**src/sgr_pkg.sv**
```systemverilog
// package for the fabric global reset and interrupt registers
// assumes an apb slave with 32-bit data; register numbers are word indexes
package sgr_pkg;
  // register indexes (byte address = index * 4)
  localparam logic [11:0] SGR_IDX_IDENT   = 12'h000;
  localparam logic [11:0] SGR_IDX_RESET   = 12'h001;
  localparam logic [11:0] SGR_IDX_MASK    = 12'h004;
  localparam logic [11:0] SGR_IDX_PEND    = 12'h005;
  localparam logic [11:0] SGR_IDX_PORT0   = 12'h400;
  localparam logic [11:0] SGR_IDX_PORT1   = 12'h800;
  localparam logic [11:0] SGR_IDX_PORT2   = 12'hc00;
  localparam logic [11:0] SGR_IDX_SYSSTAT = 12'h010;
  localparam logic [11:0] SGR_IDX_SYSEN   = 12'h011;
  // fabric identity field positions
  localparam int SGR_ID_TYPE_LSB = 16;
  localparam int SGR_ID_VER_LSB  = 8;
  localparam int SGR_ID_REV_LSB  = 0;
  // port identity field positions
  localparam int SGR_PID_TYPE_LSB = 8;
  localparam int SGR_PID_VER_LSB  = 4;
  localparam int SGR_PID_REV_LSB  = 0;
  // mask / pending, reset and system status / enable bit positions
  localparam int SGR_BIT_BM    = 6;
  localparam int SGR_BIT_ENG   = 5;
  localparam int SGR_BIT_P2    = 2;
  localparam int SGR_BIT_P1    = 1;
  localparam int SGR_BIT_P0    = 0;
  localparam int SGR_BIT_RESET = 0;
  localparam int SGR_BIT_SWINT = 0;
  // valid bits and reset values
  localparam logic [8:0] SGR_MASK_RST   = 9'h1ff;
  localparam logic [8:0] SGR_MASK_RSVD  = 9'h198;
  localparam logic [6:0] SGR_PEND_VALID = 7'h67;
  localparam logic [6:0] SGR_PEND_RST   = 7'h00;
endpackage

```
**src/sgr_pend_bit.sv**
```systemverilog
// one read-clear pending bit: a set in the clearing cycle wins
// assumes set comes from same-clock logic
`timescale 1ns/1ps
module sgr_pend_bit
  import sgr_pkg::*;
(
  // clock and reset
  input  wire logic REF_CLK,
  input  wire logic RST_N,
  // control
  input  wire logic set_i,
  input  wire logic clr_i,
  // state
  output logic      pend_o
);
  typedef struct packed {
    logic pend_q;
  } sgrpb_s;
  sgrpb_s st_q;
  sgrpb_s st_d;

  always_comb begin
    st_d = st_q;
    if (clr_i) begin
      st_d.pend_q = 1'b0;
    end
    if (set_i) begin
      st_d.pend_q = 1'b1;
    end
  end

  always_ff @(posedge REF_CLK or negedge RST_N) begin
    if (!RST_N) begin
      st_q <= '0;
    end else begin
      st_q <= st_d;
    end
  end

  assign pend_o = st_q.pend_q;
endmodule

```
**src/sgr_sync.sv**
```systemverilog
// three-flop input synchroniser; output changes when stages two and three agree
// assumes input is asynchronous to REF_CLK
`timescale 1ns/1ps
module sgr_sync #(
  parameter int W = 5
) (
  // clock and reset
  input  wire logic         REF_CLK,
  input  wire logic         RST_N,
  // data
  input  wire logic [W-1:0] async_i,
  output logic      [W-1:0] sync_o
);
  typedef struct packed {
    logic [W-1:0] s1_q;
    logic [W-1:0] s2_q;
    logic [W-1:0] s3_q;
    logic [W-1:0] out_q;
  } sgrsy_s;
  sgrsy_s st_q;
  sgrsy_s st_d;

  always_comb begin
    st_d = st_q;
    st_d.s1_q = async_i;
    st_d.s2_q = st_q.s1_q;
    st_d.s3_q = st_q.s2_q;
    for (int i = 0; i < W; i++) begin
      if (st_q.s2_q[i] == st_q.s3_q[i]) begin
        st_d.out_q[i] = st_q.s3_q[i];
      end
    end
  end

  always_ff @(posedge REF_CLK or negedge RST_N) begin
    if (!RST_N) begin
      st_q <= '0;
    end else begin
      st_q <= st_d;
    end
  end

  assign sync_o = st_q.out_q;
endmodule

```
**src/sgr_csr.sv**
```systemverilog
// fabric identity, global reset, global irq mask and pending registers over apb
// assumes sub-block summaries are levels from outside the clock domain
`timescale 1ns/1ps
// Summary of operation
// RL1: fabric identity word holds type, version, revision
// RL2: writing one to reset bit asserts reset
// RL3: fabric reset drives every fabric block
// RL4: software clears the reset bit itself
// RL5: mask bit set masks, clear unmasks
// RL6: unmasked pending sets system fabric interrupt bit
// RL7: mask blocks interrupt, pending still updates
// RL8: software writes ones to reserved mask pairs
// RL9: mask bits 6,5,2,1,0 reset to one
// RL10: pending bit 6 follows buffer manager
// RL11: pending bit 5 follows switch engine
// RL12: pending bits 2..0 follow port macs
// RL13: pending read returns then clears bits
// RL14: three port register sets at port bases
// RL15: port identity holds type, version, revision
// RL16: read-only writes ignored, reserved reads zero (the reserved mask pairs read back as stored)
module sgr_csr
  import sgr_pkg::*;
#(
  parameter logic [7:0] FAB_TYPE  = 8'h11, // arbitrary value
  parameter logic [7:0] FAB_VER   = 8'h22, // arbitrary value
  parameter logic [7:0] FAB_REV   = 8'h33, // arbitrary value
  parameter logic [3:0] PORT_TYPE = 4'ha,  // arbitrary value
  parameter logic [3:0] PORT_VER  = 4'hb,  // arbitrary value
  parameter logic [3:0] PORT_REV  = 4'hc,  // arbitrary value
  parameter int         NBLK      = 4
) (
  // clock and reset
  input  wire logic            REF_CLK,
  input  wire logic            RST_N,
  // apb slave
  input  wire logic            PSEL,
  input  wire logic            PENABLE,
  input  wire logic            PWRITE,
  input  wire logic [13:0]     PADDR,
  input  wire logic [31:0]     PWDATA,
  input  wire logic [3:0]      PSTRB,
  output logic      [31:0]     PRDATA,
  output logic                 PREADY,
  output logic                 PSLVERR,
  // sub-block summaries (any unmasked bit of their own pending register)
  input  wire logic            BUFFER_MGR_SUMMARY,
  input  wire logic            ENGINE_SUMMARY,
  input  wire logic            PORT0_MAC_SUMMARY,
  input  wire logic            PORT1_MAC_SUMMARY,
  input  wire logic            PORT2_MAC_SUMMARY,
  // fabric reset to all blocks
  output logic [NBLK-1:0]      FABRIC_RESET,
  // system interrupt
  output logic                 SWITCH_IRQ
);
  // the apb answer, the registers other than pending, and the edge detector of the fabric
  // interrupt share one state word, so one clocked process registers all
  // of it; the answer phase is one-hot so an upset code falls back to idle
  typedef enum logic [1:0] {
    SGRCS_IDLE   = 2'b01,
    SGRCS_ANSWER = 2'b10
  } sgrcs_e;

  // one select line per decoded register
  typedef struct packed {
    logic ident;
    logic rst;
    logic mask;
    logic pend;
    logic sysstat;
    logic sysen;
    logic port;
  } sgrcs_sel_s;

  // all registered state of the block except the synchroniser and the pending bits
  typedef struct packed {
    sgrcs_e      state_q;
    logic        reset_q;
    logic [8:0]  mask_q;
    logic        sysstat_q;
    logic        sysen_q;
    logic        unm_q;
    logic [31:0] rdata_q;
    logic        err_q;
  } sgrcs_s;
  sgrcs_s st_q;
  sgrcs_s st_d;

  function automatic logic [31:0] fab_ident();
    logic [31:0] v;
    v = 32'h0;
    v[SGR_ID_TYPE_LSB +: 8] = FAB_TYPE;
    v[SGR_ID_VER_LSB +: 8]  = FAB_VER;
    v[SGR_ID_REV_LSB +: 8]  = FAB_REV;
    return v;
  endfunction

  function automatic logic [31:0] port_ident();
    logic [31:0] v;
    v = 32'h0;
    v[SGR_PID_TYPE_LSB +: 4] = PORT_TYPE;
    v[SGR_PID_VER_LSB +: 4]  = PORT_VER;
    v[SGR_PID_REV_LSB +: 4]  = PORT_REV;
    return v;
  endfunction

  // register decode, shared by the write and read paths
  function automatic sgrcs_sel_s decode_idx(logic [11:0] ix);
    sgrcs_sel_s s;
    s         = '0;
    s.ident   = (ix == SGR_IDX_IDENT);
    s.rst     = (ix == SGR_IDX_RESET);
    s.mask    = (ix == SGR_IDX_MASK);
    s.pend    = (ix == SGR_IDX_PEND);
    s.sysstat = (ix == SGR_IDX_SYSSTAT);
    s.sysen   = (ix == SGR_IDX_SYSEN);
    // the three port bases share one identity word
    s.port    = (ix == SGR_IDX_PORT0) || (ix == SGR_IDX_PORT1) ||
                (ix == SGR_IDX_PORT2); // RL14
    return s;
  endfunction

  // an index outside the map is refused with an error
  function automatic logic is_mapped(sgrcs_sel_s s);
    return s != '0;
  endfunction

  // low-lane strobe gates a single-bit register
  function automatic logic bit_write(logic old, logic [3:0] strb, logic wbit);
    logic v;
    v = old;
    if (strb[0]) begin
      v = wbit;
    end
    return v;
  endfunction

  // byte strobes gate the stored mask; reserved pairs are plain storage that
  // software keeps at ones, and they never gate a source
  function automatic logic [8:0] mask_write(logic [8:0] old, logic [31:0] wd,
                                            logic [3:0] strb);
    logic [8:0] v;
    v = old;
    if (strb[0]) begin
      v[7:0] = wd[7:0];
    end
    if (strb[1]) begin
      v[8] = wd[8];
    end
    return v;
  endfunction

  // read word of a decoded register; write-only and reserved bits read zero, except the reserved mask pairs, which read back as stored
  function automatic logic [31:0] read_word(sgrcs_sel_s s, logic [8:0] msk,
                                            logic [6:0] pnd, logic sstat,
                                            logic sen);
    logic [31:0] v;
    v = 32'h0;
    if (s.ident) begin
      v = fab_ident(); // RL1
    end
    if (s.rst) begin
      v = 32'h0; // RL16
    end
    if (s.mask) begin
      v = {23'h0, msk};
    end
    if (s.pend) begin
      v = {25'h0, pnd}; // RL13
    end
    if (s.sysstat) begin
      v = {31'h0, sstat};
    end
    if (s.sysen) begin
      v = {31'h0, sen};
    end
    if (s.port) begin
      v = port_ident(); // RL15
    end
    return v;
  endfunction

  // system status bit: a rising unmasked pending sets it, a write of one
  // clears it, and a set in the clearing cycle wins
  function automatic logic sysstat_next(logic old, logic clr, logic rise);
    logic v;
    v = old;
    if (clr) begin
      v = 1'b0;
    end
    if (rise) begin
      v = 1'b1;
    end
    return v;
  endfunction

  // pending sources that may raise the fabric interrupt
  function automatic logic [6:0] pend_unmasked(logic [6:0] pnd, logic [8:0] msk);
    logic [6:0] v;
    v = pnd & ~msk[6:0] & SGR_PEND_VALID; // RL5 RL7
    return v;
  endfunction

  // synchronised summaries and pending bits
  logic [4:0]  summ_sync;
  logic [6:0]  pend;
  logic [6:0]  pend_set;
  logic        irq_unmasked;
  logic        irq_rise;

  // apb decode
  logic        access;
  logic        wr;
  logic        rd;
  logic        refuse;
  logic [11:0] idx;
  sgrcs_sel_s  sel;
  logic        mapped;

  // register strobes
  logic        pend_rd;
  logic        sys_clr;
  logic        we_reset;
  logic        we_mask;
  logic        we_sysen;

  sgr_sync #(
    .W(5)
  ) u_sync (
    .REF_CLK (REF_CLK),
    .RST_N   (RST_N),
    .async_i ({BUFFER_MGR_SUMMARY, ENGINE_SUMMARY, PORT2_MAC_SUMMARY,
               PORT1_MAC_SUMMARY, PORT0_MAC_SUMMARY}),
    .sync_o  (summ_sync)
  );

  // pending bits update regardless of mask
  always_comb begin
    pend_set = 7'h0;
    pend_set[SGR_BIT_BM]  = summ_sync[4]; // RL10 RL7
    pend_set[SGR_BIT_ENG] = summ_sync[3]; // RL11 RL7
    pend_set[SGR_BIT_P2]  = summ_sync[2]; // RL12
    pend_set[SGR_BIT_P1]  = summ_sync[1]; // RL12
    pend_set[SGR_BIT_P0]  = summ_sync[0]; // RL12
  end

  assign access   = PSEL && PENABLE && (st_q.state_q == SGRCS_IDLE);
  assign wr       = access && PWRITE;
  assign rd       = access && !PWRITE;
  assign refuse   = access && !mapped;
  assign idx      = PADDR[13:2];
  assign sel      = decode_idx(idx);
  assign mapped   = is_mapped(sel);
  // pending reads clear in the cycle that latches the answer
  assign pend_rd  = rd && sel.pend;
  // the single-bit registers sit in the low byte lane
  assign sys_clr  = wr && sel.sysstat && PSTRB[0] && PWDATA[SGR_BIT_SWINT];
  assign we_reset = wr && sel.rst;
  assign we_mask  = wr && sel.mask;
  assign we_sysen = wr && sel.sysen;

  for (genvar g = 0; g < 7; g++) begin : g_pend
    if (SGR_PEND_VALID[g]) begin : g_bit
      sgr_pend_bit u_bit (
        .REF_CLK (REF_CLK),
        .RST_N   (RST_N),
        .set_i   (pend_set[g]),
        .clr_i   (pend_rd), // RL13
        .pend_o  (pend[g])
      );
    end else begin : g_rsvd
      assign pend[g] = 1'b0;
    end
  end

  // mask set suppresses; reserved mask bits never gate a source
  assign irq_unmasked = |pend_unmasked(pend, st_q.mask_q); // RL5
  // pending bits keep updating under a set mask; only the event is gated
  assign irq_rise     = irq_unmasked && !st_q.unm_q;

  // next state: registers, answer and status in one place
  always_comb begin
    st_d           = st_q;
    st_d.err_q     = 1'b0;
    st_d.unm_q     = irq_unmasked;
    st_d.sysstat_q = sysstat_next(st_q.sysstat_q, sys_clr, irq_rise); // RL6
    // the answer stands for exactly one cycle after the taking edge
    unique case (st_q.state_q)
      SGRCS_IDLE: begin
        if (access) begin
          st_d.state_q = SGRCS_ANSWER;
        end
      end
      SGRCS_ANSWER: begin
        st_d.state_q = SGRCS_IDLE;
      end
      default: begin
        st_d.state_q = SGRCS_IDLE;
      end
    endcase
    // read data is zero whenever no answer is being prepared
    if (!access) begin
      st_d.rdata_q = 32'h0;
    end
    if (we_reset) begin
      st_d.reset_q = bit_write(st_q.reset_q, PSTRB, PWDATA[SGR_BIT_RESET]); // RL2
    end
    // the mask takes byte lanes 0 and 1
    if (we_mask) begin
      st_d.mask_q = mask_write(st_q.mask_q, PWDATA, PSTRB); // RL5
    end
    if (we_sysen) begin
      st_d.sysen_q = bit_write(st_q.sysen_q, PSTRB, PWDATA[SGR_BIT_SWINT]);
    end
    // identity, pending and port identity take no write
    // a pending read returns the bits set before this edge
    if (rd) begin
      st_d.rdata_q = read_word(sel, st_q.mask_q, pend, st_q.sysstat_q, st_q.sysen_q);
    end
    if (refuse) begin
      st_d.rdata_q = 32'h0; // RL16
      st_d.err_q   = 1'b1;
    end
  end

  // asynchronous reset loads constants only
  always_ff @(posedge REF_CLK or negedge RST_N) begin
    if (!RST_N) begin
      st_q <= '{state_q:   SGRCS_IDLE,
                reset_q:   1'b0,
                mask_q:    SGR_MASK_RST, // RL9
                sysstat_q: 1'b0,
                sysen_q:   1'b0,
                unm_q:     1'b0,
                rdata_q:   32'h0,
                err_q:     1'b0};
    end else begin
      st_q <= st_d;
    end
  end

  // handshake decoded from the state flop; data outputs straight from flops
  assign PREADY       = (st_q.state_q == SGRCS_ANSWER);
  assign PRDATA       = st_q.rdata_q;
  assign PSLVERR      = st_q.err_q;
  assign FABRIC_RESET = {NBLK{st_q.reset_q}}; // RL3
  assign SWITCH_IRQ   = st_q.sysstat_q && st_q.sysen_q;
endmodule

```
**config.mk**
```make
export PLATFORM = sky130hd
export DESIGN_NAME = sgr_csr
export DESIGN_NICKNAME = d
export VERILOG_FILES = /design/src/sgr_pkg.sv /design/src/sgr_pend_bit.sv /design/src/sgr_sync.sv /design/src/sgr_csr.sv
export SDC_FILE = /design/constraint.sdc
export NUM_CORES = 1
export LEC_CHECK = 0
export BUFFER_PORTS_ARGS = -buffer_cell sky130_fd_sc_hd__buf_4
export CELL_PAD_IN_SITES_DETAIL_PLACEMENT = 0
export CELL_PAD_IN_SITES_GLOBAL_PLACEMENT = 1
export CORE_ASPECT_RATIO = 1.5
export CORE_MARGIN = 1.5
export CORE_UTILIZATION = 40
export CTS_CLUSTER_SIZE = 25
export DETAILED_ROUTE_END_ITERATION = 10
export GPL_ROUTABILITY_DRIVEN = 0
export HOLD_SLACK_MARGIN = 0.08
export PLACE_DENSITY_LB_ADDON = 0.1
export SKIP_CTS_REPAIR_TIMING = 1
export SLEW_MARGIN = 30
export SYNTH_ARGS = -nofsm -noshare
export SYNTH_HDL_FRONTEND = slang
export SYNTH_HIERARCHICAL = 1
export SYNTH_SLANG_ARGS = --single-unit
export TNS_END_PERCENT = 30
```
**constraint.sdc**
```tcl
create_clock -name REF_CLK -period 5.2 [get_ports REF_CLK]
set_input_delay 0.26 -clock REF_CLK [delete_from_list [all_inputs] [get_ports REF_CLK]]
set_output_delay 0.26 -clock REF_CLK [all_outputs]
set_load 0.01 [all_outputs]
```
==> run metrics <==
Fin. Hold Viols 0; Clock power frac 36.6%; Final ANT Viol Nets 0; sw power 171 uW; Post-Route Setup TNS 0 ps; Tcrit/Tclk final 39.3%; area growth from synthesis to layout 16.0%; die span in y 100 um; worst IR drop on VDD 0.000199 V; global-route wire length before repair 7.75 mm; Synth Cell Area 2520 sq um; Synth Instances 217; clk root buf clkbuf_8; Max Used Layer met4; yosys warns 6; Max-Cap Viols 0; Sw Ratio 21.9%; CP max FO 7; clk buf depth 2; Iter 0 DRT Violations 91; Arr. time, crit path 2290 ps; Initial Util 41.1%; Req. time, crit path 5450 ps; Clock Latency Late Sink 300 ps; Final Setup Violations 0; layout cell share with drive strength beyond 1 36.5%; internal power 610 uW; CP Capture Type flip-flop; grt total ovfl 0; Post-synth ARST share 100%; Die X 67.8 um; hpwl dp 3.54 mm; TritonCTS clock tree done; Comb power frac 8.4%; Leakage 1.34 nW; CTS buffer count 5; Hold WS 186 ps; RSZ-0062 raised after global routing no; pin count of the biggest net entering global routing 54; fin. max-slew vios 0; number of fill cells 595; Tmin final 2040 ps; Relative slew margins 48.6%; Vias/cell 4.85; via count 1,595; # IOs 99; EDFF count, synth 0; status finished clean; Top FF cell, synth dfrtp_1; power density over the cells 267 nW/um^2; clock-pin slew of the registers on the worst-case setup and hold paths 100 ps; Core Footprint 6130 sq um; Mapped Avg Cell Area 11.6 sq um; met1 wire length 1.92 mm; Sink Count 53; vias in the first global route 1,533; IO Port Bufs 53; final core occ 47.7%; Slew @ Worst Pin 769 ps; Die ar. 6790 sq um; average wire per standard cell 14.6 um; sequential element share of the synthesized area 53.2%; hold crit path type input pin to flip-flop; routed wl met3 208 um; overall routing resource usage 15.6%; Flop pwr share 55.0%; DR WL met2 2.53 mm; ANT cells 0; initial antenna violation count 0; DRT Pass-1 Iters 4; # rows 35; distinct cell type count after synthesis 47; #FFs+latches synth 53; Crit Path Category flip-flop to flip-flop; Critical Path Start Type flip-flop; drt drc 0; final WL 4.79 mm; Layout Skew 8.91 ps; Max Freq 0.490 GHz; htree depth 2; Final #Nets 314
## logic make-up (layout without fill, tap and decap cells)
family	count (synthesis)	after routing	synth area share, %
simple gates	53	53	13.5
fa+ha+maj	5	5	2.24
buf+inv	59	80	14.9
flops	53	53	53.2
mux	12	12	5.32
other cells	1	18	0.149
compound gates	34	34	10.8
## layer usage
| metal | track usage [%] | vias to the layer above |
|---|---|---|
| met3 | 3.03 | 8 |
| met1 | 18.8 | 759 |
| li1 | - | 779 |
| met5 | 0 | - |
| met2 | 26.3 | 49 |
| met4 | 7.38 | 0 |
## area by class of cell
class / instances / area, sq um / area share (%)
flip-flops and latches: 53 / 1340 / 45.8
well taps: 74 / 92.6 / 3.17
clock inverters: 1 / 30.0 / 1.03
multi-input cells: 122 / 868 / 29.7
repair buffers: 59 / 458 / 15.7
clock buffers: 7 / 86.3 / 2.95
inverters: 13 / 48.8 / 1.67
## power by group through the flow
| stage | clock network, mW | logic [mW] | registers [mW] |
|---|---|---|---|
| floorplan | 0 | 0.0422 | 0.436 |
| global placement | 0 | 0.0626 | 0.437 |
| detailed placement | 0 | 0.0630 | 0.437 |
| CTS | 0.297 | 0.0632 | 0.429 |
| global route | 0.316 | 0.0732 | 0.431 |
| finish | 0.286 | 0.0657 | 0.429 |
## synthesized netlist by cell type, types with 4 or more instances
cell,number,area [sq um]
a21o_1,8,60.1
a21oi_1,4,20.0
buf_4,41,308
clkbuf_1,5,18.8
dfrtp_1,43,1080
dfstp_2,10,263
inv_1,13,48.8
maj3_2,5,56.3
mux2_2,11,124
nand2_1,10,37.5
nand2b_1,5,31.3
nor2_1,7,26.3
nor3_1,4,20.0
nor4_1,4,25.0
## stage by stage
step	cells	instance area [sq um]	worst slack, ps	total power [mW]
6_report	329	2920	3160	0.781
5_1_grt	329	2920	2930	0.819
4_1_cts	323	2860	3110	0.790
3_5_place_dp	315	2750	2940	0.500
3_3_place_gp	315	2750	2930	0.499
2_1_floorplan	234	2580	3400	0.478
## registers in the layout, indices dropped and copies added (netlist names)
name and flops:
st_q 14, PRDATA 12, u_sync/st_d 10, g_pend.g_bit.u_bit/pend_o 5
u_sync/st_q 5, u_sync/sync_o 5, FABRIC_RESET 1, PSLVERR 1
## cells in the final DEF, fill, tap and decap left out, drive strengths merged, types with 6 or more instances in the layout
cell and instances:
nand2 10, clkbuf 7, dlygate4sd3 6, buf 53
conb 18, inv 13, nor2 7, mux2 11
dfrtp 43, a21o 8, nor3 6, dfstp 10
## critical path, stage by stage, from the launching register on
cell and delay (ps):
dfstp_2 540, and4b_1 330, and2_1 210, nor3b_1 650
a221o_1 260
## path summary, 6_finish.rpt
check,start,end,slack (ps),depth (start not counted)
max reg2reg,st_q[46]$_DFFE_PN1P_,PRDATA[7]$_DFFE_PN0P_,3160,4
min,PWDATA[7],st_q[43]$_DFFE_PN1P_,190,2
min reg2reg,u_sync/st_d[11]$_DFF_PN0_,u_sync/st_d[6]$_DFF_PN0_,350,0
min in group asynchronous,RST_N,FABRIC_RESET[0]$_DFFE_PN0P_,520,2
max in group asynchronous,RST_N,g_pend[1].g_bit.u_bit/pend_o$_DFFE_PN0P_,4230,2
max,st_q[46]$_DFFE_PN1P_,PRDATA[7]$_DFFE_PN0P_,3160,4
No activity file was read; power rests on OpenSTA's default activity.
